===== config.mk =====
export PLATFORM = sky130hd
export DESIGN_NAME = return_link_gpio
export DESIGN_NICKNAME = d
export VERILOG_FILES = /design/src/gpio_return_pkg.sv /design/src/frame_pulse_gen.sv /design/src/return_link_gpio.sv
export SDC_FILE = /design/constraint.sdc
export NUM_CORES = 1
export LEC_CHECK = 0
export BUFFER_PORTS_ARGS = -buffer_cell sky130_fd_sc_hd__buf_2
export CAP_MARGIN = 40
export CORE_UTILIZATION = 50
export DETAILED_ROUTE_END_ITERATION = 10
export PLACE_DENSITY = 0.64
export SLEW_MARGIN = 30
export SYNTH_ARGS = -nofsm -noshare
export SYNTH_HDL_FRONTEND = slang
export SYNTH_SLANG_ARGS = --single-unit
export TNS_END_PERCENT = 5

===== constraint.sdc =====
create_clock -name mclk_i -period 5.8 [get_ports mclk_i]
set_clock_uncertainty 0.15 [all_clocks]
set_input_delay 0.29 -clock mclk_i [delete_from_list [all_inputs] [get_ports mclk_i]]
set_output_delay 0.29 -clock mclk_i [all_outputs]
set_load 0.05 [all_outputs]

===== src/gpio_return_pkg.sv =====
package gpio_return_pkg;

	// ==========================================================================
	// Register offsets.
	localparam logic [7:0] ADDR_PIN_LEVEL     = 8'h0e;
	localparam logic [7:0] ADDR_INPUT_GATE    = 8'h0f;
	localparam logic [7:0] ADDR_PULSE_CFG     = 8'h18;
	localparam logic [7:0] ADDR_HIGH_UPPER    = 8'h19;
	localparam logic [7:0] ADDR_HIGH_LOWER    = 8'h1a;
	localparam logic [7:0] ADDR_LOW_UPPER     = 8'h1b;
	localparam logic [7:0] ADDR_LOW_LOWER     = 8'h1c;
	localparam logic [7:0] ADDR_PORT_SEL      = 8'h4c;
	localparam logic [7:0] ADDR_RATE          = 8'h58;
	localparam logic [7:0] ADDR_MAP_A         = 8'h6e;
	localparam logic [7:0] ADDR_MAP_B         = 8'h6f;
	localparam logic [7:0] ADDR_PULLDOWN_GATE = 8'hbe;

	// ==========================================================================
	// Reset values.
	localparam logic [7:0]  RST_GATE     = 8'h00;
	localparam logic [7:0]  RST_CFG      = 8'h00;
	localparam logic [15:0] RST_COUNT    = 16'h0000;
	localparam logic [7:0]  RST_MAP      = 8'h00;
	localparam logic [2:0]  RST_RATE     = 3'h0;
	localparam logic [7:0]  RST_PORT_SEL = 8'h01;

	// ==========================================================================
	// Field positions and encodings.
	localparam int         PORT_SEL_RD_POS = 4;
	localparam logic [2:0] RATE_2P5M       = 3'h0;
	localparam logic [3:0] SRC_PORT0       = 4'h0;
	localparam logic [3:0] SRC_PORT1       = 4'h1;
	localparam logic [3:0] SRC_PIN_FIRST   = 4'h8;
	localparam logic [3:0] SRC_PIN_LAST    = 4'hb;
	localparam logic [3:0] MAP_PULSE       = 4'ha;

	// ==========================================================================
	// Timing: one generator tick is one return-link frame.
	localparam int CLK_PERIOD_NS   = 5;
	localparam int LINK_BIT_NS     = 400;
	localparam int LINK_FRAME_BITS = 30;
	localparam int TICK_NS         = LINK_FRAME_BITS * LINK_BIT_NS;
	localparam int TICK_CYCLES     = TICK_NS / CLK_PERIOD_NS;

	// ==========================================================================
	// Types.
	typedef struct packed {
		logic [3:0] src;          // Pulse source select.
		logic       spare;        // Reads back as written, no effect.
		logic       start_level;  // Level at generator start.
		logic       duty_even;    // 1: 50/50, 0: separate high and low.
		logic       gen_on;       // Internal generator enable.
	} pulse_cfg_t;

	typedef struct packed {
		logic [15:0] high;
		logic [15:0] low;
	} pulse_counts_t;

	typedef enum logic [2:0] {
		ST_IDLE = 3'b000,
		ST_ADDR = 3'b001,
		ST_ACK  = 3'b011,
		ST_RECV = 3'b010,
		ST_SEND = 3'b110,
		ST_RACK = 3'b111
	} i2c_state_t;

endpackage : gpio_return_pkg


===== src/frame_pulse_gen.sv =====
`timescale 1ns/100ps
`default_nettype none
module frame_pulse_gen (
	input  wire logic                          mclk_i,     // System clock.
	input  wire logic                          rstn_i,     // Synchronised reset, active low.
	input  wire gpio_return_pkg::pulse_cfg_t   cfg_i,      // Generator configuration.
	input  wire gpio_return_pkg::pulse_counts_t counts_i,  // High and low counts.
	input  wire logic                          tick_run_i, // Selected tick source is valid.
	output logic                               pulse_o     // Generated level.
);
	import gpio_return_pkg::*;

	localparam logic [15:0] TICK_LAST = 16'(TICK_CYCLES - 1);

	logic        on_d_r;
	logic [15:0] tick_cnt_r;
	logic [15:0] left_r;
	logic        level_r;
	logic [15:0] gap_r;
	logic        gap_ok_r;

	// ==========================================================================
	// Decode.
	wire start     = cfg_i.gen_on & ~on_d_r;
	wire tick      = cfg_i.gen_on & ~start & tick_run_i & (tick_cnt_r == TICK_LAST); // RULE9
	wire [15:0] len_hi  = (counts_i.high == 16'h0000) ? 16'h0001 : counts_i.high;
	wire [15:0] len_lo  = (counts_i.low == 16'h0000) ? 16'h0001 : counts_i.low;
	wire [15:0] len_start = (cfg_i.start_level | cfg_i.duty_even) ? len_hi : len_lo; // RULE13
	wire [15:0] len_next  = (~level_r | cfg_i.duty_even) ? len_hi : len_lo; // RULE14

	assign pulse_o = level_r;

	// Frame tick divider restarts with the generator so the first level is a whole number of ticks long.
	always_ff @(posedge mclk_i or negedge rstn_i) begin
		if (!rstn_i) begin
			on_d_r     <= 1'b0;
			tick_cnt_r <= 16'h0000;
		end else begin
			on_d_r     <= cfg_i.gen_on;
			if (!cfg_i.gen_on || start || tick)
				tick_cnt_r <= 16'h0000;
			else if (tick_run_i)
				tick_cnt_r <= tick_cnt_r + 16'h0001;
		end
	end

	// Level runs free while enabled; no trigger beyond the enable is needed.
	always_ff @(posedge mclk_i or negedge rstn_i) begin
		if (!rstn_i) begin
			level_r <= 1'b0;
			left_r  <= 16'h0001;
		end else if (start) begin
			level_r <= cfg_i.start_level; // RULE16
			left_r  <= len_start;
		end else if (tick) begin // RULE10
			if (left_r <= 16'h0001) begin
				level_r <= ~level_r; // RULE18
				left_r  <= len_next;
			end else begin
				left_r <= left_r - 16'h0001;
			end
		end
	end

	// ==========================================================================
	// Checks.
	always_ff @(posedge mclk_i or negedge rstn_i) begin
		if (!rstn_i) begin
			gap_r    <= 16'h0000;
			gap_ok_r <= 1'b0;
		end else if (start || !cfg_i.gen_on || !tick_run_i) begin
			gap_r    <= 16'h0000;
			gap_ok_r <= 1'b0;
		end else begin
			gap_r    <= tick ? 16'h0000 : gap_r + 16'h0001;
			gap_ok_r <= gap_ok_r | tick;
		end
	end
endmodule : frame_pulse_gen
`default_nettype wire


===== src/return_link_gpio.sv =====
`timescale 1ns/100ps
`default_nettype none
// Functional notes
// RULE1: Pins act as inputs; each return signal picks any of four pins.
// RULE2: One pin may feed several return signals on either port.
// RULE3: Frame pulse can be picked instead of a pin for any return signal.
// RULE4: Pin level view shows every pin level regardless of its configuration.
// RULE5: Each pin has input and pulldown disables; both paths enabled after reset.
// RULE6: Input gating sits at 0x0F, pulldown gating at 0xBE, one bit per pin.
// RULE7: Generator off and source 0x8..0xB takes the frame pulse from pin 0..3.
// RULE8: Frame pulse reaches a port only where its pin map selects it.
// RULE9: Generator tick equals 30-bit, 400 ns return-link frame, 12 us.
// RULE10: Enabled generator repeats the pulse continuously without further trigger.
// RULE11: Enable bit set to 1 selects internal pulse generation.
// RULE12: Four-bit source field picks tick source; 0x0 means port 0 frame period.
// RULE13: Duty style 0 uses separate high and low counts; 1 gives 50/50.
// RULE14: Pulse high for high count ticks, low for low count ticks.
// RULE15: 16-bit counts in byte registers 0x19/0x1A high, 0x1B/0x1C low.
// RULE16: Start level bit sets pulse level when generation begins.
// RULE17: Rate select 0x0 chooses 2.5 Mbps, which sets the tick period.
// RULE18: Count ticks per level, switch on expiry, reload new level's count.
// RULE19: Host programs counts, rate and mapping before enabling the generator.
module return_link_gpio #(
	parameter logic [6:0] DEV_ADDR = 7'h2a // Target address; value is arbitrary.
) (
	input  wire logic             mclk_i,         // System clock, 200 MHz.
	input  wire logic             rstn_i,         // Asynchronous reset, active low.
	input  wire logic [3:0]       gpio_pin_i,     // Pad levels of the four pins.
	input  wire logic             scl_i,          // Serial control clock.
	input  wire logic             sda_i,          // Serial control data in.
	output logic                  sda_o,          // Serial control data out.
	output logic                  sda_oen_o,      // Low while driving data low.
	output logic [3:0]            pulldown_on_o,  // Internal pulldown enables.
	output logic [1:0][3:0]       ret_sig_o       // Return-link pin signals per port.
);
	import gpio_return_pkg::*;

	// ==========================================================================
	// Reset release.
	logic [1:0] rst_sync_r;
	wire        rst_n = rst_sync_r[1];

	always_ff @(posedge mclk_i or negedge rstn_i) begin
		if (!rstn_i)
			rst_sync_r <= 2'b00;
		else
			rst_sync_r <= {rst_sync_r[0], 1'b1};
	end

	// ==========================================================================
	// Register state.
	logic [3:0]      pin_lvl_r;
	logic [7:0]      input_gate_r;
	logic [7:0]      pd_gate_r;
	pulse_cfg_t      cfg_r;
	pulse_counts_t   counts_r;
	logic [7:0]      port_sel_r;
	logic [1:0][2:0] rate_r;
	logic [1:0][7:0] map_a_r;
	logic [1:0][7:0] map_b_r;

	// ==========================================================================
	// Control bus synchronisers and edge detection.
	logic [1:0] scl_s_r;
	logic [1:0] sda_s_r;
	logic       scl_d_r;
	logic       sda_d_r;

	always_ff @(posedge mclk_i or negedge rst_n) begin
		if (!rst_n) begin
			scl_s_r <= 2'b11;
			sda_s_r <= 2'b11;
			scl_d_r <= 1'b1;
			sda_d_r <= 1'b1;
		end else begin
			scl_s_r <= {scl_s_r[0], scl_i};
			sda_s_r <= {sda_s_r[0], sda_i};
			scl_d_r <= scl_s_r[1];
			sda_d_r <= sda_s_r[1];
		end
	end

	// Start and stop only count while the clock line is high on both samples.
	wire scl_rise  = scl_s_r[1] & ~scl_d_r;
	wire scl_fall  = ~scl_s_r[1] & scl_d_r;
	wire scl_high  = scl_s_r[1] & scl_d_r;
	wire start_det = scl_high & sda_d_r & ~sda_s_r[1];
	wire stop_det  = scl_high & ~sda_d_r & sda_s_r[1];

	// ==========================================================================
	// Control bus target.
	i2c_state_t state_r;
	logic [3:0] cnt_r;
	logic [7:0] shift_r;
	logic [7:0] ptr_r;
	logic       rw_r;
	logic       have_ptr_r;
	logic       nack_r;
	logic [7:0] rd_data;

	wire byte_done = scl_fall & (cnt_r == 4'h8);
	wire wr_stb    = byte_done & (state_r == ST_RECV) & have_ptr_r;
	wire load_rd   = scl_fall & (((state_r == ST_ACK) & rw_r) | ((state_r == ST_RACK) & ~nack_r));

	// Byte level sequencer; register pointer auto-increments on every data byte.
	always_ff @(posedge mclk_i or negedge rst_n) begin
		if (!rst_n) begin
			state_r    <= ST_IDLE;
			cnt_r      <= 4'h0;
			shift_r    <= 8'h00;
			ptr_r      <= 8'h00;
			rw_r       <= 1'b0;
			have_ptr_r <= 1'b0;
			nack_r     <= 1'b0;
			sda_oen_o  <= 1'b1;
		end else if (start_det) begin
			state_r    <= ST_ADDR;
			cnt_r      <= 4'h0;
			have_ptr_r <= 1'b0;
			sda_oen_o  <= 1'b1;
		end else if (stop_det) begin
			state_r   <= ST_IDLE;
			sda_oen_o <= 1'b1;
		end else begin
			case (state_r)
				ST_ADDR, ST_RECV: begin
					if (scl_rise) begin
						shift_r <= {shift_r[6:0], sda_s_r[1]};
						cnt_r   <= cnt_r + 4'h1;
					end else if (byte_done) begin
						cnt_r <= 4'h0;
						if (state_r == ST_ADDR) begin
							if (shift_r[7:1] == DEV_ADDR) begin
								rw_r      <= shift_r[0];
								sda_oen_o <= 1'b0;
								state_r   <= ST_ACK;
							end else begin
								state_r <= ST_IDLE;
							end
						end else begin
							if (!have_ptr_r)
								ptr_r <= shift_r;
							else
								ptr_r <= ptr_r + 8'h01;
							have_ptr_r <= 1'b1;
							sda_oen_o  <= 1'b0;
							state_r    <= ST_ACK;
						end
					end
				end
				ST_ACK, ST_RACK: begin
					if (scl_rise && state_r == ST_RACK)
						nack_r <= sda_s_r[1];
					else if (load_rd) begin
						shift_r   <= rd_data;
						sda_oen_o <= rd_data[7];
						ptr_r     <= ptr_r + 8'h01;
						cnt_r     <= 4'h0;
						state_r   <= ST_SEND;
					end else if (scl_fall) begin
						sda_oen_o <= 1'b1;
						cnt_r     <= 4'h0;
						state_r   <= (state_r == ST_ACK) ? ST_RECV : ST_IDLE;
					end
				end
				ST_SEND: begin
					if (scl_rise)
						cnt_r <= cnt_r + 4'h1;
					else if (byte_done) begin
						sda_oen_o <= 1'b1;
						state_r   <= ST_RACK;
					end else if (scl_fall) begin
						shift_r   <= {shift_r[6:0], 1'b0};
						sda_oen_o <= shift_r[6];
					end
				end
				default: begin
					state_r <= ST_IDLE;
				end
			endcase
		end
	end

	// ==========================================================================
	// Read decode; paged registers read the port named by the read select bit.
	wire rd_port = port_sel_r[PORT_SEL_RD_POS];

	always_comb begin
		if (ptr_r == ADDR_PIN_LEVEL)
			rd_data = {4'h0, pin_lvl_r}; // RULE4
		else if (ptr_r == ADDR_INPUT_GATE)
			rd_data = input_gate_r;
		else if (ptr_r == ADDR_PULSE_CFG)
			rd_data = cfg_r;
		else if (ptr_r == ADDR_HIGH_UPPER)
			rd_data = counts_r.high[15:8];
		else if (ptr_r == ADDR_HIGH_LOWER)
			rd_data = counts_r.high[7:0];
		else if (ptr_r == ADDR_LOW_UPPER)
			rd_data = counts_r.low[15:8];
		else if (ptr_r == ADDR_LOW_LOWER)
			rd_data = counts_r.low[7:0];
		else if (ptr_r == ADDR_PORT_SEL)
			rd_data = port_sel_r;
		else if (ptr_r == ADDR_RATE)
			rd_data = {5'h00, rate_r[rd_port]};
		else if (ptr_r == ADDR_MAP_A)
			rd_data = map_a_r[rd_port];
		else if (ptr_r == ADDR_MAP_B)
			rd_data = map_b_r[rd_port];
		else if (ptr_r == ADDR_PULLDOWN_GATE)
			rd_data = pd_gate_r;
		else
			rd_data = 8'h00;
	end

	// ==========================================================================
	// Register writes; paged writes go to every port whose write bit is set.
	always_ff @(posedge mclk_i or negedge rst_n) begin
		if (!rst_n) begin
			pin_lvl_r    <= 4'h0;
			input_gate_r <= RST_GATE; // RULE5
			pd_gate_r    <= RST_GATE; // RULE5
			cfg_r        <= RST_CFG;
			counts_r     <= {RST_COUNT, RST_COUNT};
			port_sel_r   <= RST_PORT_SEL;
			rate_r       <= {RST_RATE, RST_RATE};
			map_a_r      <= {RST_MAP, RST_MAP};
			map_b_r      <= {RST_MAP, RST_MAP};
		end else begin
			pin_lvl_r <= gpio_pin_i; // RULE4
			if (wr_stb) begin
				if (ptr_r == ADDR_INPUT_GATE)
					input_gate_r <= shift_r; // RULE6
				else if (ptr_r == ADDR_PULLDOWN_GATE)
					pd_gate_r <= shift_r; // RULE6
				else if (ptr_r == ADDR_PULSE_CFG)
					cfg_r <= shift_r; // RULE11
				else if (ptr_r == ADDR_HIGH_UPPER)
					counts_r.high[15:8] <= shift_r; // RULE15
				else if (ptr_r == ADDR_HIGH_LOWER)
					counts_r.high[7:0] <= shift_r; // RULE15
				else if (ptr_r == ADDR_LOW_UPPER)
					counts_r.low[15:8] <= shift_r; // RULE15
				else if (ptr_r == ADDR_LOW_LOWER)
					counts_r.low[7:0] <= shift_r; // RULE15
				else if (ptr_r == ADDR_PORT_SEL)
					port_sel_r <= shift_r;
				for (int p = 0; p < 2; p++) begin
					if (port_sel_r[p] && ptr_r == ADDR_RATE)
						rate_r[p] <= shift_r[2:0];
					else if (port_sel_r[p] && ptr_r == ADDR_MAP_A)
						map_a_r[p] <= shift_r;
					else if (port_sel_r[p] && ptr_r == ADDR_MAP_B)
						map_b_r[p] <= shift_r;
				end
			end
		end
	end

	// ==========================================================================
	// Pin gating, tick source and frame pulse source.
	wire [3:0] pin_in   = pin_lvl_r & ~input_gate_r[3:0]; // RULE5
	wire       ext_pick = (cfg_r.src >= SRC_PIN_FIRST) & (cfg_r.src <= SRC_PIN_LAST);
	wire       tick_run = ((cfg_r.src == SRC_PORT0) & (rate_r[0] == RATE_2P5M)) // RULE12 RULE17
	                    | ((cfg_r.src == SRC_PORT1) & (rate_r[1] == RATE_2P5M));
	logic      gen_level;
	wire       frame_pulse = cfg_r.gen_on ? gen_level // RULE11
	                       : (ext_pick & pin_in[cfg_r.src[1:0]]); // RULE7

	frame_pulse_gen u_gen (
		.mclk_i     (mclk_i),
		.rstn_i     (rst_n),
		.cfg_i      (cfg_r),
		.counts_i   (counts_r),
		.tick_run_i (tick_run),
		.pulse_o    (gen_level)
	);

	// Each return signal has its own selector, so one pin may feed many signals.
	// Both byte lanes use an in-range offset so no arm of the select reaches below bit 0.
	logic [1:0][3:0] ret_nxt;
	logic [3:0]      sel;
	always_comb begin
		sel = 4'h0;
		for (int p = 0; p < 2; p++) begin
			for (int i = 0; i < 4; i++) begin
				sel = (i < 2) ? map_a_r[p][4*(i%2) +: 4] : map_b_r[p][4*(i%2) +: 4];
				if (sel == MAP_PULSE)
					ret_nxt[p][i] = frame_pulse; // RULE3 RULE8
				else if (sel < 4'h4)
					ret_nxt[p][i] = pin_in[sel[1:0]]; // RULE1 RULE2
				else
					ret_nxt[p][i] = 1'b0;
			end
		end
	end

	// Outputs registered; pulldown enable is the inverse of its disable bit.
	always_ff @(posedge mclk_i or negedge rst_n) begin
		if (!rst_n) begin
			ret_sig_o     <= 8'h00;
			pulldown_on_o <= 4'hf;
			sda_o         <= 1'b0;
		end else begin
			sda_o         <= 1'b0; // Open drain: only the enable ever moves.
			ret_sig_o     <= ret_nxt;
			pulldown_on_o <= ~pd_gate_r[3:0]; // RULE5
		end
	end
endmodule : return_link_gpio
`default_nettype wire


Word level (Yosys, flattened, before mapping)
Cells that the tools add are included.

Register bits after elaboration: 187. Bits of input ports: 8.

Add/sub/neg operators: 4. Order comparisons: 21. Equal/unequal tests: 53. Mux-type cells: 120. Bitwise operators: 50. Reductions and logical operators: 49.

Operator list (count): $mux W8 (28); $mux W16 (9); $mux W1 (47); $eq A8 B5 Y1 const B (5); $eq A4 B4 Y1 const B (9); $mux W3 (12); $eq A8 B7 Y1 const B (4); $logic_not A16 Y1 (2); $lt A4 B3 Y1 const B (8); $mux W4 (8); $ne A4 B4 Y1 const B (7); $lt A2 B3 Y1 const B (9); $pmux W8 S3 (1); $reduce_and A8 Y1 (3); $ne A2 B2 Y1 const B (11); $not A1 Y1 (22); $and A1 B1 Y1 (21); $bmux W1 S2 (9); $reduce_and A6 Y1 (3); $reduce_and A9 Y1 (2); $add A16 B1 Y16 const B (1); $eq A16 B12 Y1 const B (1); $eq A8 B4 Y1 const B (2); $le A16 B1 Y1 const B (1); 38 further kinds (72).

Logic depth before layout (Yosys ltp)
Gate-level depths: netlist of the first run.

Depth after elaboration: 18. Mapped depth: 10.

By module
Synthesis of the first run repeated with hierarchy kept, for this count alone.

Cell total of the unflattened synthesis: 1032. Area total of the unflattened synthesis: 10717.8 um^2.

Modules (own cells, without submodules): return_link_gpio (times used 1, cells an instance 765, area an instance 8316.7 um^2, seq. area each 3843.7 um^2); frame_pulse_gen (times used 1, cells an instance 267, area an instance 2401.1 um^2, seq. area each 852.1 um^2).

Least setup slack after synthesis of the first run
Ideal clock, no wire load.

Path kind: register to register. Start point: register ptr_r[0]. End point: register map_a_r[1] (netlist name). Arrival time: 2.073 ns. Path slack: 3.452 ns. Stages on the path, launching flop included: 8. Clock period less this slack: 2.348 ns. Cells stage by stage: dfrtp_1 -> inv_1 -> ha_1 -> clkbuf_1 -> nand3_1 -> clkbuf_1 -> nor3_2 -> mux2_2.

Word-level cells in the longest chain between the ends: 4. Elaborated cells between the ends (all ways): 6.

RTL lines: start, declared (RTL line return_link_gpio.sv:95) `logic [7:0] ptr_r;`; start signal, assigned (RTL line return_link_gpio.sv:142) `ptr_r <= shift_r;`; start signal, assigned (RTL line return_link_gpio.sv:144) `ptr_r <= ptr_r + 8'h01;`; start signal, assigned (RTL line return_link_gpio.sv:157) `ptr_r <= ptr_r + 8'h01;`; $eq A8 B7 Y1 (RTL line return_link_gpio.sv:250) `if (port_sel_r[p] && ptr_r == ADDR_RATE)`; $logic_and A1 B1 Y1 (RTL line return_link_gpio.sv:250); $not A1 Y1 (no line); $reduce_and A3 Y1 (no line) (*); end signal, assigned (RTL line return_link_gpio.sv:228) `map_a_r <= {RST_MAP, RST_MAP};`; end signal, assigned by index (RTL line return_link_gpio.sv:253) `map_a_r[p] <= shift_r;`; end, declared (RTL line return_link_gpio.sv:59) `logic [1:0][7:0] map_a_r;`.

Mark *: on every way between the ends. The rest lies on a longest branch, timed or not. A chain may end at the register's enable or synchronous reset.

Worst setup path in the final report of the first run
Start point: register ptr_r[0]. End point: register map_b_r[14] (netlist name).

Word-level cells in the longest chain between the ends: 4. Elaborated cells between the ends (all ways): 9.

RTL lines: $eq A8 B7 Y1, on equally long branches (RTL line return_link_gpio.sv:252, return_link_gpio.sv:250); $logic_and A1 B1 Y1, on equally long branches (RTL line return_link_gpio.sv:252, return_link_gpio.sv:250); $not A1 Y1 (no line); $reduce_and A4 Y1 (no line) (*); end signal, assigned (RTL line return_link_gpio.sv:229) `map_b_r <= {RST_MAP, RST_MAP};`; end signal, assigned by index (RTL line return_link_gpio.sv:255) `map_b_r[p] <= shift_r;`; end, declared (RTL line return_link_gpio.sv:60) `logic [1:0][7:0] map_b_r;`.

Marked as above.

==> out/qor.txt, run 1 <==
# setup viols final - 0
GP Congestion - 0.933
DP HPWL - 19900 um
Routed Antenna Nets - 0
CTS sink count - 187
die area - 21900 um^2
initial core utilization - 0.508
status - complete, no violations
number of library cell types mapped by synthesis - 83
HP Class - reg -> async
nets - 1117
total power - 2830 uW
Post-synth EDFFs - 0
Post-Synthesis Cells - 1110
top-count cell post-synth - dfrtp_1
Worst EP required - 5.98 ns
PostCTS Resize Cnt - 0
core area - 21000 um^2
Seq cells post-synth - 187
vias per cell - 6.27
DRC errors left - 0
syn_nets - 1127
Max IR drop VDD - 0.000189 V
Worst Path Max Fanout - 28
Root Driver - clkbuf_16
initial drt markers - 675
cts hold-fix bufs - 8
TritonCTS clock tree - yes
ys async rst share - 1.00
Final Hold Vio Count - 0
Slew headroom - 0.402
critical path endpoint category - flop
max-slew violations - 0
sw frac - 0.300
GRT Total Usage - 0.280
I/O pins - 22
Clock power frac - 0.416
htree depth - 4
Synth Warn # - 0
Final Instance Area - 11700 um^2
Pint - 1990 uW
Fillers - 1903
first-pass GRT wire length - 47200 um
Logic pwr share - 0.055
area share of the largest cell type after synthesis - 0.409
initial antenna violation count - 0
final setup margin - 2.86 ns
Die Span Y - 148 um
Achievable Freq - 0.340 GHz
antenna cells - 0
clk slew on worst S/H paths - 0.08 ns
CTS Buf Count - 17
Setup TNS - 0 ns
pwr/cell area - 243 nW/um^2
final std cells w/o fill - 1388
Psw - 849 uW
WL final - 29200 um
DIE WIDTH - 148 um
Sequential Power Share - 0.530
Startpoint Class - flop
fin crit share - 0.508
share of cells above drive strength 1 - 0.192
post-route minimum period - 2.94 ns
top post-synthesis cells by count - dfrtp_1, nand2_1, mux2_2, nor2_1, o21ai_0
critical path arrival - 3.12 ns
drt pass-1 iters - 5
RSZ-0062 raised after global routing - no
num rows - 53
grt ovf - 0
CTS max path bufs - 2
leakage - 0.00479 uW
placed insts - 1346
Least-Margin Pin Slew - 0.898 ns
ys flop type - dfrtp_1
worst skew pair latency - 0.45 ns
I/O Buffers - 20
number of max-cap violations - 0
vias in the first global route - 8481
detailed-route via count - 8706
pin count of the biggest net entering global routing - 186
Seq/Total Area, Yosys - 0.441
Avg Synthesized Cell Area - 9.60 um^2
post-CTS setup buffers - 0
DP Area - 11000 um^2
Routed WL per cell - 21.1 um
post-synth top area cell - dfrtp_1
Area Growth Syn to Fin - 9.38%
pre-CTS WS - 2.88 ns
Synth area leaders - dfrtp_1, mux2_2, nand2_1
Crit Path Class - reg -> reg
post-synthesis cell area - 10700 um^2
-- cell type report --
cell class / instances / area, um^2 / share of cell area
inverter: 48 / 180 / 0.0155
clock buffer: 18 / 439 / 0.0377
sequential: 187 / 4700 / 0.403
tap: 275 / 344 / 0.0295
multi-input combinational: 804 / 5510 / 0.472
timing repair buffer: 42 / 340 / 0.0292
clock inverter: 14 / 146 / 0.0126
-- routing by layer --
| metal | routed length [um] | GRT usage | vias up |
|---|---|---|---|
| li1 | - | - | 4038 |
| met1 | 13500 | 0.391 | 4320 |
| met2 | 13600 | 0.442 | 292 |
| met3 | 1540 | 0.0429 | 56 |
| met4 | 631 | 0.100 | 0 |
| met5 | 0 | 0 | - |
-- cells in the final DEF, fill, tap and decap left out, drive strengths merged, types with 28 or more instances in the layout --
cell     n
inv     56
nand2  110
a21oi   58
nor2    94
buf     33
dfrtp  174
nor3    35
mux2    96
o21ai   80
nand3   28
-- cells by family after synthesis --
logic type	after synthesis	synth area share
fa+ha+maj	9	0.0106
simple gates	376	0.181
xor+xnor	19	0.0156
other cells	2	0.000705
flops	187	0.441
compound gates	278	0.172
buf+inv	119	0.0450
mux	120	0.135
-- worst max-delay path, stage by stage (launching register included) --
cell     delay [ns]
dfrtp_1        0.41
inv_1          0.10
ha_1           0.20
buf_4          0.23
nor2b_1        0.47
nand4_1        0.35
nor2_2         0.51
mux2_2         0.39
-- power groups by stage --
stage	registers (uW)	logic [uW]	clock network, uW
floorplan	1420	132	0
global placement	1530	133	0
detailed placement	1530	150	0
CTS	1500	154	1190
global route	1510	172	1240
finish	1500	155	1180
-- per-stage QoR --
stage | util | hold slack [ns]
final | 0.556 | 0.193
after global routing | 0.556 | 0.211
after CTS | 0.554 | 0.210
after detailed placement | 0.523 | -0.0733
after global placement | 0.519 | -0.0740
after floorplan | - | -0.156
-- sequential cells by signal, summed over array words and instances, names as in the netlist, 2 cells and up --
| signal | count |
|---|---|
| counts_r | 32 |
| map_a_r | 16 |
| map_b_r | 16 |
| u_gen.left_r | 16 |
| u_gen.tick_cnt_r | 16 |
| cfg_r | 8 |
| input_gate_r | 8 |
| pd_gate_r | 8 |
| port_sel_r | 8 |
| ptr_r | 8 |
| ret_sig_o | 8 |
| shift_r | 8 |
| rate_r | 6 |
| cnt_r | 4 |
| pin_lvl_r | 4 |
| pulldown_on_o | 4 |
| state_r | 3 |
| rst_sync_r | 2 |
| scl_s_r | 2 |
| sda_s_r | 2 |
-- worst paths after layout --
kind                               startpoint     endpoint  slack [ns]  cells after the start
worst max-delay path                 ptr_r[0]  map_b_r[14]        2.86                      7
worst min-delay path            rst_sync_r[1]  map_b_r[11]        0.19                      1
worst max register to register       ptr_r[0]  map_b_r[14]        2.86                      7
worst min register to register  rst_sync_r[1]  map_b_r[11]        0.19                      1
max in group asynchronous       rst_sync_r[1]   shift_r[0]        4.39                      2
min in group mclk_i                sda_s_r[0]   sda_s_r[1]        0.21                      0
Note: power is estimated with default switching activity, not from simulation.
==> run 2, diff against run 1 <==
Settings changed: ABC_AREA set to 1, PLACE_DENSITY 0.64 to 0.62.
Clock period 5.8 ns to 3.05 ns, I/O delays scaled along.
==> out/qor.txt, run 2 <==
ys async rst share - 1.00 (unchanged)
first-pass GRT wire length - 46700 um (-1.1%)
FF-to-FF setup slack - 0.40 ns (-2.46 ns)
GP Congestion - 0.908 (-2.6%)
I/O Buffers - 20 (unchanged)
share of cells above drive strength 1 - 0.108 (-0.0841)
num rows - 52 (-1.9%)
Area Growth Syn to Fin - 10.5%
Crit Path Class - reg -> reg
syn_nets - 1357 (+20%)
htree depth - 4 (unchanged)
PostCTS Resize Cnt - 0 (unchanged)
DRC errors left - 0 (unchanged)
RSZ-0062 raised after global routing - no
CTS sink count - 187 (unchanged)
Top reg by flops - counts_r
Startpoint Class - flop
initial antenna violation count - 0 (unchanged)
detailed-route via count - 9204 (+5.7%)
post-synthesis cell area - 10300 um^2 (-3.0%)
most frequent CP cell - nand2_1
worst skew pair latency - 0.43 ns (-0.02 ns)
grt ovf - 0 (unchanged)
critical path endpoint category - flop
vias per cell - 5.58 (-11%)
WL final - 28800 um (-1.6%)
crit path cell chain - inv_1 -> ha_1 -> inv_1 -> nor2_4 -> nand2_1 -> buf_4 -> inv_2 -> nand2_1 -> nand2_1 -> nand4_1 -> nand2_1 -> nand2_1 -> nand2_1 -> nand2_1 -> nand2_1 -> a21oi_1
Achievable Freq - 0.377 GHz (+11%)
Seq cells post-synth - 187 (unchanged)
HP Class - reg -> async
Reg-to-Reg Start - ptr_r[0]
GRT Total Usage - 0.281 (+0.00130)
clk slew on worst S/H paths - 0.07 ns (about the same)
area share of the largest cell type after synthesis - 0.421 (+0.0127)
Post-synth EDFFs - 0 (unchanged)
antenna cells - 0 (unchanged)
max-slew violations - 0 (unchanged)
drt pass-1 iters - 7 (+2)
Final Hold Vio Count - 0 (unchanged)
Worst EP required - 3.22 ns (-2.76 ns)
fin crit share - 0.869 (+0.361)
nets - 1382 (+24%)
post-CTS setup buffers - 0 (unchanged)
commonest cells after routing, fill and taps aside - nand2_1, dfrtp_1, inv_1, o21ai_0, nor2_1
Max IR drop VDD - 0.000356 V (+88%)
Setup TNS - 0 ns (unchanged)
CTS max path bufs - 2 (unchanged)
Largest register FFs - 32 (unchanged)
DIE WIDTH - 146 um (-1.5%)
Synth area leaders - dfrtp_1, nand2_1, o21ai_0
Seq/Total Area, Yosys - 0.454 (+0.0137)
Slew headroom - 0.418 (+0.0161)
ys flop type - dfrtp_1
Fin Hold WS - 0.0292 ns (-0.164 ns)
register area - 4700 um^2 (unchanged)
Multi-input gate area - 4800 um^2 (-13%)
worst reg-to-reg path cell count - 16 (+9)
crit path from - ptr_r[0]
Synth Warn # - 0 (unchanged)
Avg Synthesized Cell Area - 7.71 um^2 (-20%)
CTS Buf Count - 17 (unchanged)
post-layout util - 0.564 (+0.00831)
post-route minimum period - 2.65 ns (-0.294 ns)
DP HPWL - 20300 um (+2.0%)
Fillers - 1899 (-0.21%)
status - complete, no violations
number of max-cap violations - 0 (unchanged)
# setup viols final - 0 (unchanged)
TritonCTS clock tree - yes
Worst Path Max Fanout - 11 (-61%)
most common cell after layout, fill and taps aside - nand2_1
Root Driver - clkbuf_16
pin count of the biggest net entering global routing - 58 (-69%)
Post-Synthesis Cells - 1340 (+21%)
top post-synthesis cells by count - nand2_1, dfrtp_1, inv_1, o21ai_0, nor2_1
cts hold-fix bufs - 8 (unchanged)
vias in the first global route - 8551 (+0.83%)
core area - 20200 um^2 (-3.4%)
Routed WL per cell - 17.5 um (-17%)
post-synth top area cell - dfrtp_1
leakage - 0.00515 uW (+7.5%)
I/O pins - 22 (unchanged)
top-count cell post-synth - nand2_1
RR Endpoint - shift_r[0]
number of library cell types mapped by synthesis - 57 (-31%)
Die Span Y - 146 um (-1.5%)
pwr/cell area - 473 nW/um^2 (+95%)
initial drt markers - 754 (+12%)
CP max stage cell - dfrtp_1
Routed Antenna Nets - 0 (unchanged)
initial core utilization - 0.511 (+0.00222)
Least-Margin Pin Slew - 0.872 ns (-0.0251 ns)
CP max stage delay - 0.41 ns (-0.10 ns)
critical path arrival - 2.82 ns (-0.30 ns)
die area - 21200 um^2 (-3.0%)
-- run 2: cell types whose count changed in the layout (fill, tap and decap cells not counted), moves of 24 or more --
cell,previous run,this run
o21ai_1,0,43
a21oi_1,58,82
nand3_1,27,61
nor2_1,90,120
mux2_2,96,0
nand2_1,110,320
inv_1,48,144
o21ai_0,80,124
-- run 2: through the flow --
step,instances,worst slack (ns),instance area (um^2),power [uW]
2_1_floorplan,1340,0.989,10300,2900
3_3_place_gp,1607,0.527,10700,3100
3_5_place_dp,1607,0.476,10700,3100
4_1_cts,1647,0.475,11400,5440
5_1_grt,1648,0.194,11400,5590
6_report,1648,0.399,11400,5400
-- run 2: where the power goes --
part | switching, uW | internal (uW)
combinational | 375 | 89.1
sequential | 58.1 | 2540
clock | 991 | 1350
-- run 2: worst max-delay path by stage --
stage                  to  slack [ns]  depth (start not counted)
2_1_floorplan    cfg_r[0]        0.99                          0
3_3_place_gp   shift_r[0]        0.53                         16
3_5_place_dp   shift_r[0]        0.48                         16
4_1_cts        shift_r[0]        0.48                         16
5_1_grt        shift_r[0]        0.19                         16
6_report       shift_r[0]        0.40                         16
-- run 2: layout make-up --
cell class,count,area share
well taps,270,0.0296
inverters,163,0.0544
clock inverters,11,0.0136
clock buffers,21,0.0403
flip-flops and latches,187,0.411
repair buffers,47,0.0305
multi-input cells,949,0.420
-- run 2: cells by family after synthesis --
group	count (synthesis)	synth area share
buffers and inverters	204	0.0811
adders and majority gates	9	0.0109
xor gates and xnor gates	8	0.00678
other	2	0.000727
DFF	187	0.454
and+or+nand+nor	603	0.262
AOI/OAI and AO/OA	327	0.184
-- run 2: per-layer routing --
layer	part of all wire	GRT usage
met5	0	0
met4	0.021	0.0863
met3	0.050	0.0489
met2	0.46	0.436
met1	0.47	0.402
-- run 2: critical path: cells and delay by family (launching register included) --
kind | cells | cell delay, ns
DFF | 1 | 0.41
adders and majority gates | 1 | 0.24
buffers and inverters | 4 | 0.64
AOI/OAI and AO/OA | 1 | 0.07
and+or+nand+nor | 10 | 1.03
==> run 3, diff against run 2 <==
==> constraint.sdc (replaced) <==
create_clock -name mclk_i -period 2.5 [get_ports mclk_i]
set_clock_uncertainty 0.15 [all_clocks]
set_input_delay 0.125 -clock mclk_i [delete_from_list [all_inputs] [get_ports mclk_i]]
set_output_delay 0.125 -clock mclk_i [all_outputs]
set_load 0.01 [all_outputs]
==> out/qor.txt, run 3 (synthesis results as in run 2) <==
status - complete, no violations
pin count of the biggest net entering global routing - 63 (+8.6%)
vias per cell - 5.50 (-1.5%)
post-layout util - 0.571 (+0.00655)
I/O pins - 22 (unchanged)
Least-Margin Pin Slew - 0.771 ns (-0.101 ns)
clk slew on worst S/H paths - 0.07 ns (about the same)
Routed WL per cell - 17.3 um (-0.72%)
die area - 21200 um^2 (unchanged)
post-CTS setup buffers - 0 (unchanged)
post-route minimum period - 2.37 ns (-0.286 ns)
Fillers - 1877 (-1.2%)
Crit Path Class - reg -> reg
HP Class - reg -> async
most common cell after layout, fill and taps aside - nand2_1
Worst Path Max Fanout - 6 (-5)
DP HPWL - 20900 um (+2.7%)
num rows - 52 (unchanged)
fin crit share - 0.946 (+0.0770)
DIE WIDTH - 146 um (unchanged)
commonest cells after routing, fill and taps aside - nand2_1, dfrtp_1, inv_1, o21ai_0, nor2_1
final std cells w/o fill - 1663 (+0.91%)
TritonCTS clock tree - yes
initial antenna violation count - 0 (unchanged)
Final Hold Vio Count - 0 (unchanged)
worst skew pair latency - 0.43 ns (about the same)
Final Instance Area - 11600 um^2 (+1.2%)
critical path arrival - 2.53 ns (-0.29 ns)
Worst EP required - 2.66 ns (-0.56 ns)
antenna cells - 0 (unchanged)
# setup viols final - 0 (unchanged)
drt pass-1 iters - 5 (-2)
GRT Total Usage - 0.283 (+0.00171)
vias in the first global route - 8736 (+2.2%)
Largest register FFs - 32 (unchanged)
DRC errors left - 0 (unchanged)
WL final - 28800 um (+0.18%)
Slew headroom - 0.485 (+0.0674)
htree depth - 4 (unchanged)
Top reg by flops - counts_r
detailed-route via count - 9149 (-0.60%)
GP Congestion - 0.974 (+7.2%)
DP Area - 10900 um^2 (+1.4%)
Startpoint Class - flop
Multi-input gate area - 4830 um^2 (+0.65%)
RSZ-0062 raised after global routing - yes
nets - 1397 (+1.1%)
initial drt markers - 775 (+2.8%)
CTS sink count - 187 (unchanged)
Max IR drop VDD - 0.000498 V (+40%)
first-pass GRT wire length - 46800 um (+0.21%)
number of max-cap violations - 0 (unchanged)
I/O Buffers - 20 (unchanged)
Routed Antenna Nets - 0 (unchanged)
grt ovf - 0 (unchanged)
critical path endpoint category - flop
Area Growth Syn to Fin - 11.8%
share of cells above drive strength 1 - 0.121 (+0.0132)
CTS max path bufs - 2 (unchanged)
Achievable Freq - 0.423 GHz (+12%)
placed insts - 1623 (+1.0%)
final setup margin - 0.135 ns (-0.264 ns)
register area - 4700 um^2 (unchanged)
initial core utilization - 0.511 (unchanged)
pre-CTS WS - 0.158 ns (-0.318 ns)
Die Span Y - 146 um (unchanged)
max-slew violations - 0 (unchanged)
Root Driver - clkbuf_16
leakage - 0.00522 uW (+1.3%)
CTS Buf Count - 17 (unchanged)
pwr/cell area - 556 nW/um^2 (+18%)
core area - 20200 um^2 (unchanged)
-- run 3: power breakdown --
| group | switching (uW) | leakage (uW) | internal (uW) |
|---|---|---|---|
| combinational | 426 | 0.00245 | 132 |
| clock | 1260 | 0.000268 | 1430 |
| sequential | 81.9 | 0.00250 | 3100 |
| total | 1770 | 0.00522 | 4660 |
-- run 3: area by class of cell --
type                            instances  area share
Clock buffer                           19      0.0383
Inverter                              163      0.0538
Timing Repair Buffer                   62      0.0420
Sequential cell                       187       0.407
Clock inverter                         13      0.0118
Multi-Input combinational cell        949       0.418
Tap cell                              270      0.0292
-- run 3: worst max-delay path, stage by stage (launching register included) --
cell      delay [ns]
dfrtp_1         0.40
inv_1           0.10
ha_1            0.25
inv_1           0.13
nor2_4          0.05
buf_4           0.15
nand2_4         0.12
nor2_1          0.05
o21ai_0         0.22
nand4_1         0.15
o21bai_1        0.22
nand2_1         0.08
nand2_1         0.10
a21oi_1         0.07
-- run 3: per-layer routing --
| metal | track usage | share of wire |
|---|---|---|
| met5 | 0 | 0 |
| met4 | 0.108 | 0.027 |
| met3 | 0.0520 | 0.056 |
| met2 | 0.440 | 0.45 |
| met1 | 0.393 | 0.46 |
-- run 3: final timing paths --
check | from | slack (ns) | cells past startpoint | to
max | ptr_r[0] | 0.13 | 13 | shift_r[7]
min | rst_sync_r[1] | 0.17 | 0 | map_b_r[9]
max reg2reg | ptr_r[0] | 0.13 | 13 | shift_r[7]
min reg2reg | rst_sync_r[1] | 0.17 | 0 | map_b_r[9]
max in group asynchronous | rst_sync_r[1] | 1.24 | 1 | sda_oen_o
min in group mclk_i | gpio_pin_i[2] | 0.18 | 2 | pin_lvl_r[2]
-- run 3: metrics by stage --
stage	hold slack, ns	setup TNS (ns)	power, uW
finish	0.166	0	6430
global route	0.171	-0.0149	6630
floorplan	-0.321	0	3500
detailed placement	-0.238	0	3780
CTS	0.161	0	6480
global placement	-0.240	0	3790
-- run 3: repair_timing --
item / in CTS / in global routing
hold buffers: 8 / 0
setup endpoints to repair: 0 / 22
gates resized for setup: 0 / 6
endpoints found under the hold margin: 8 / 0
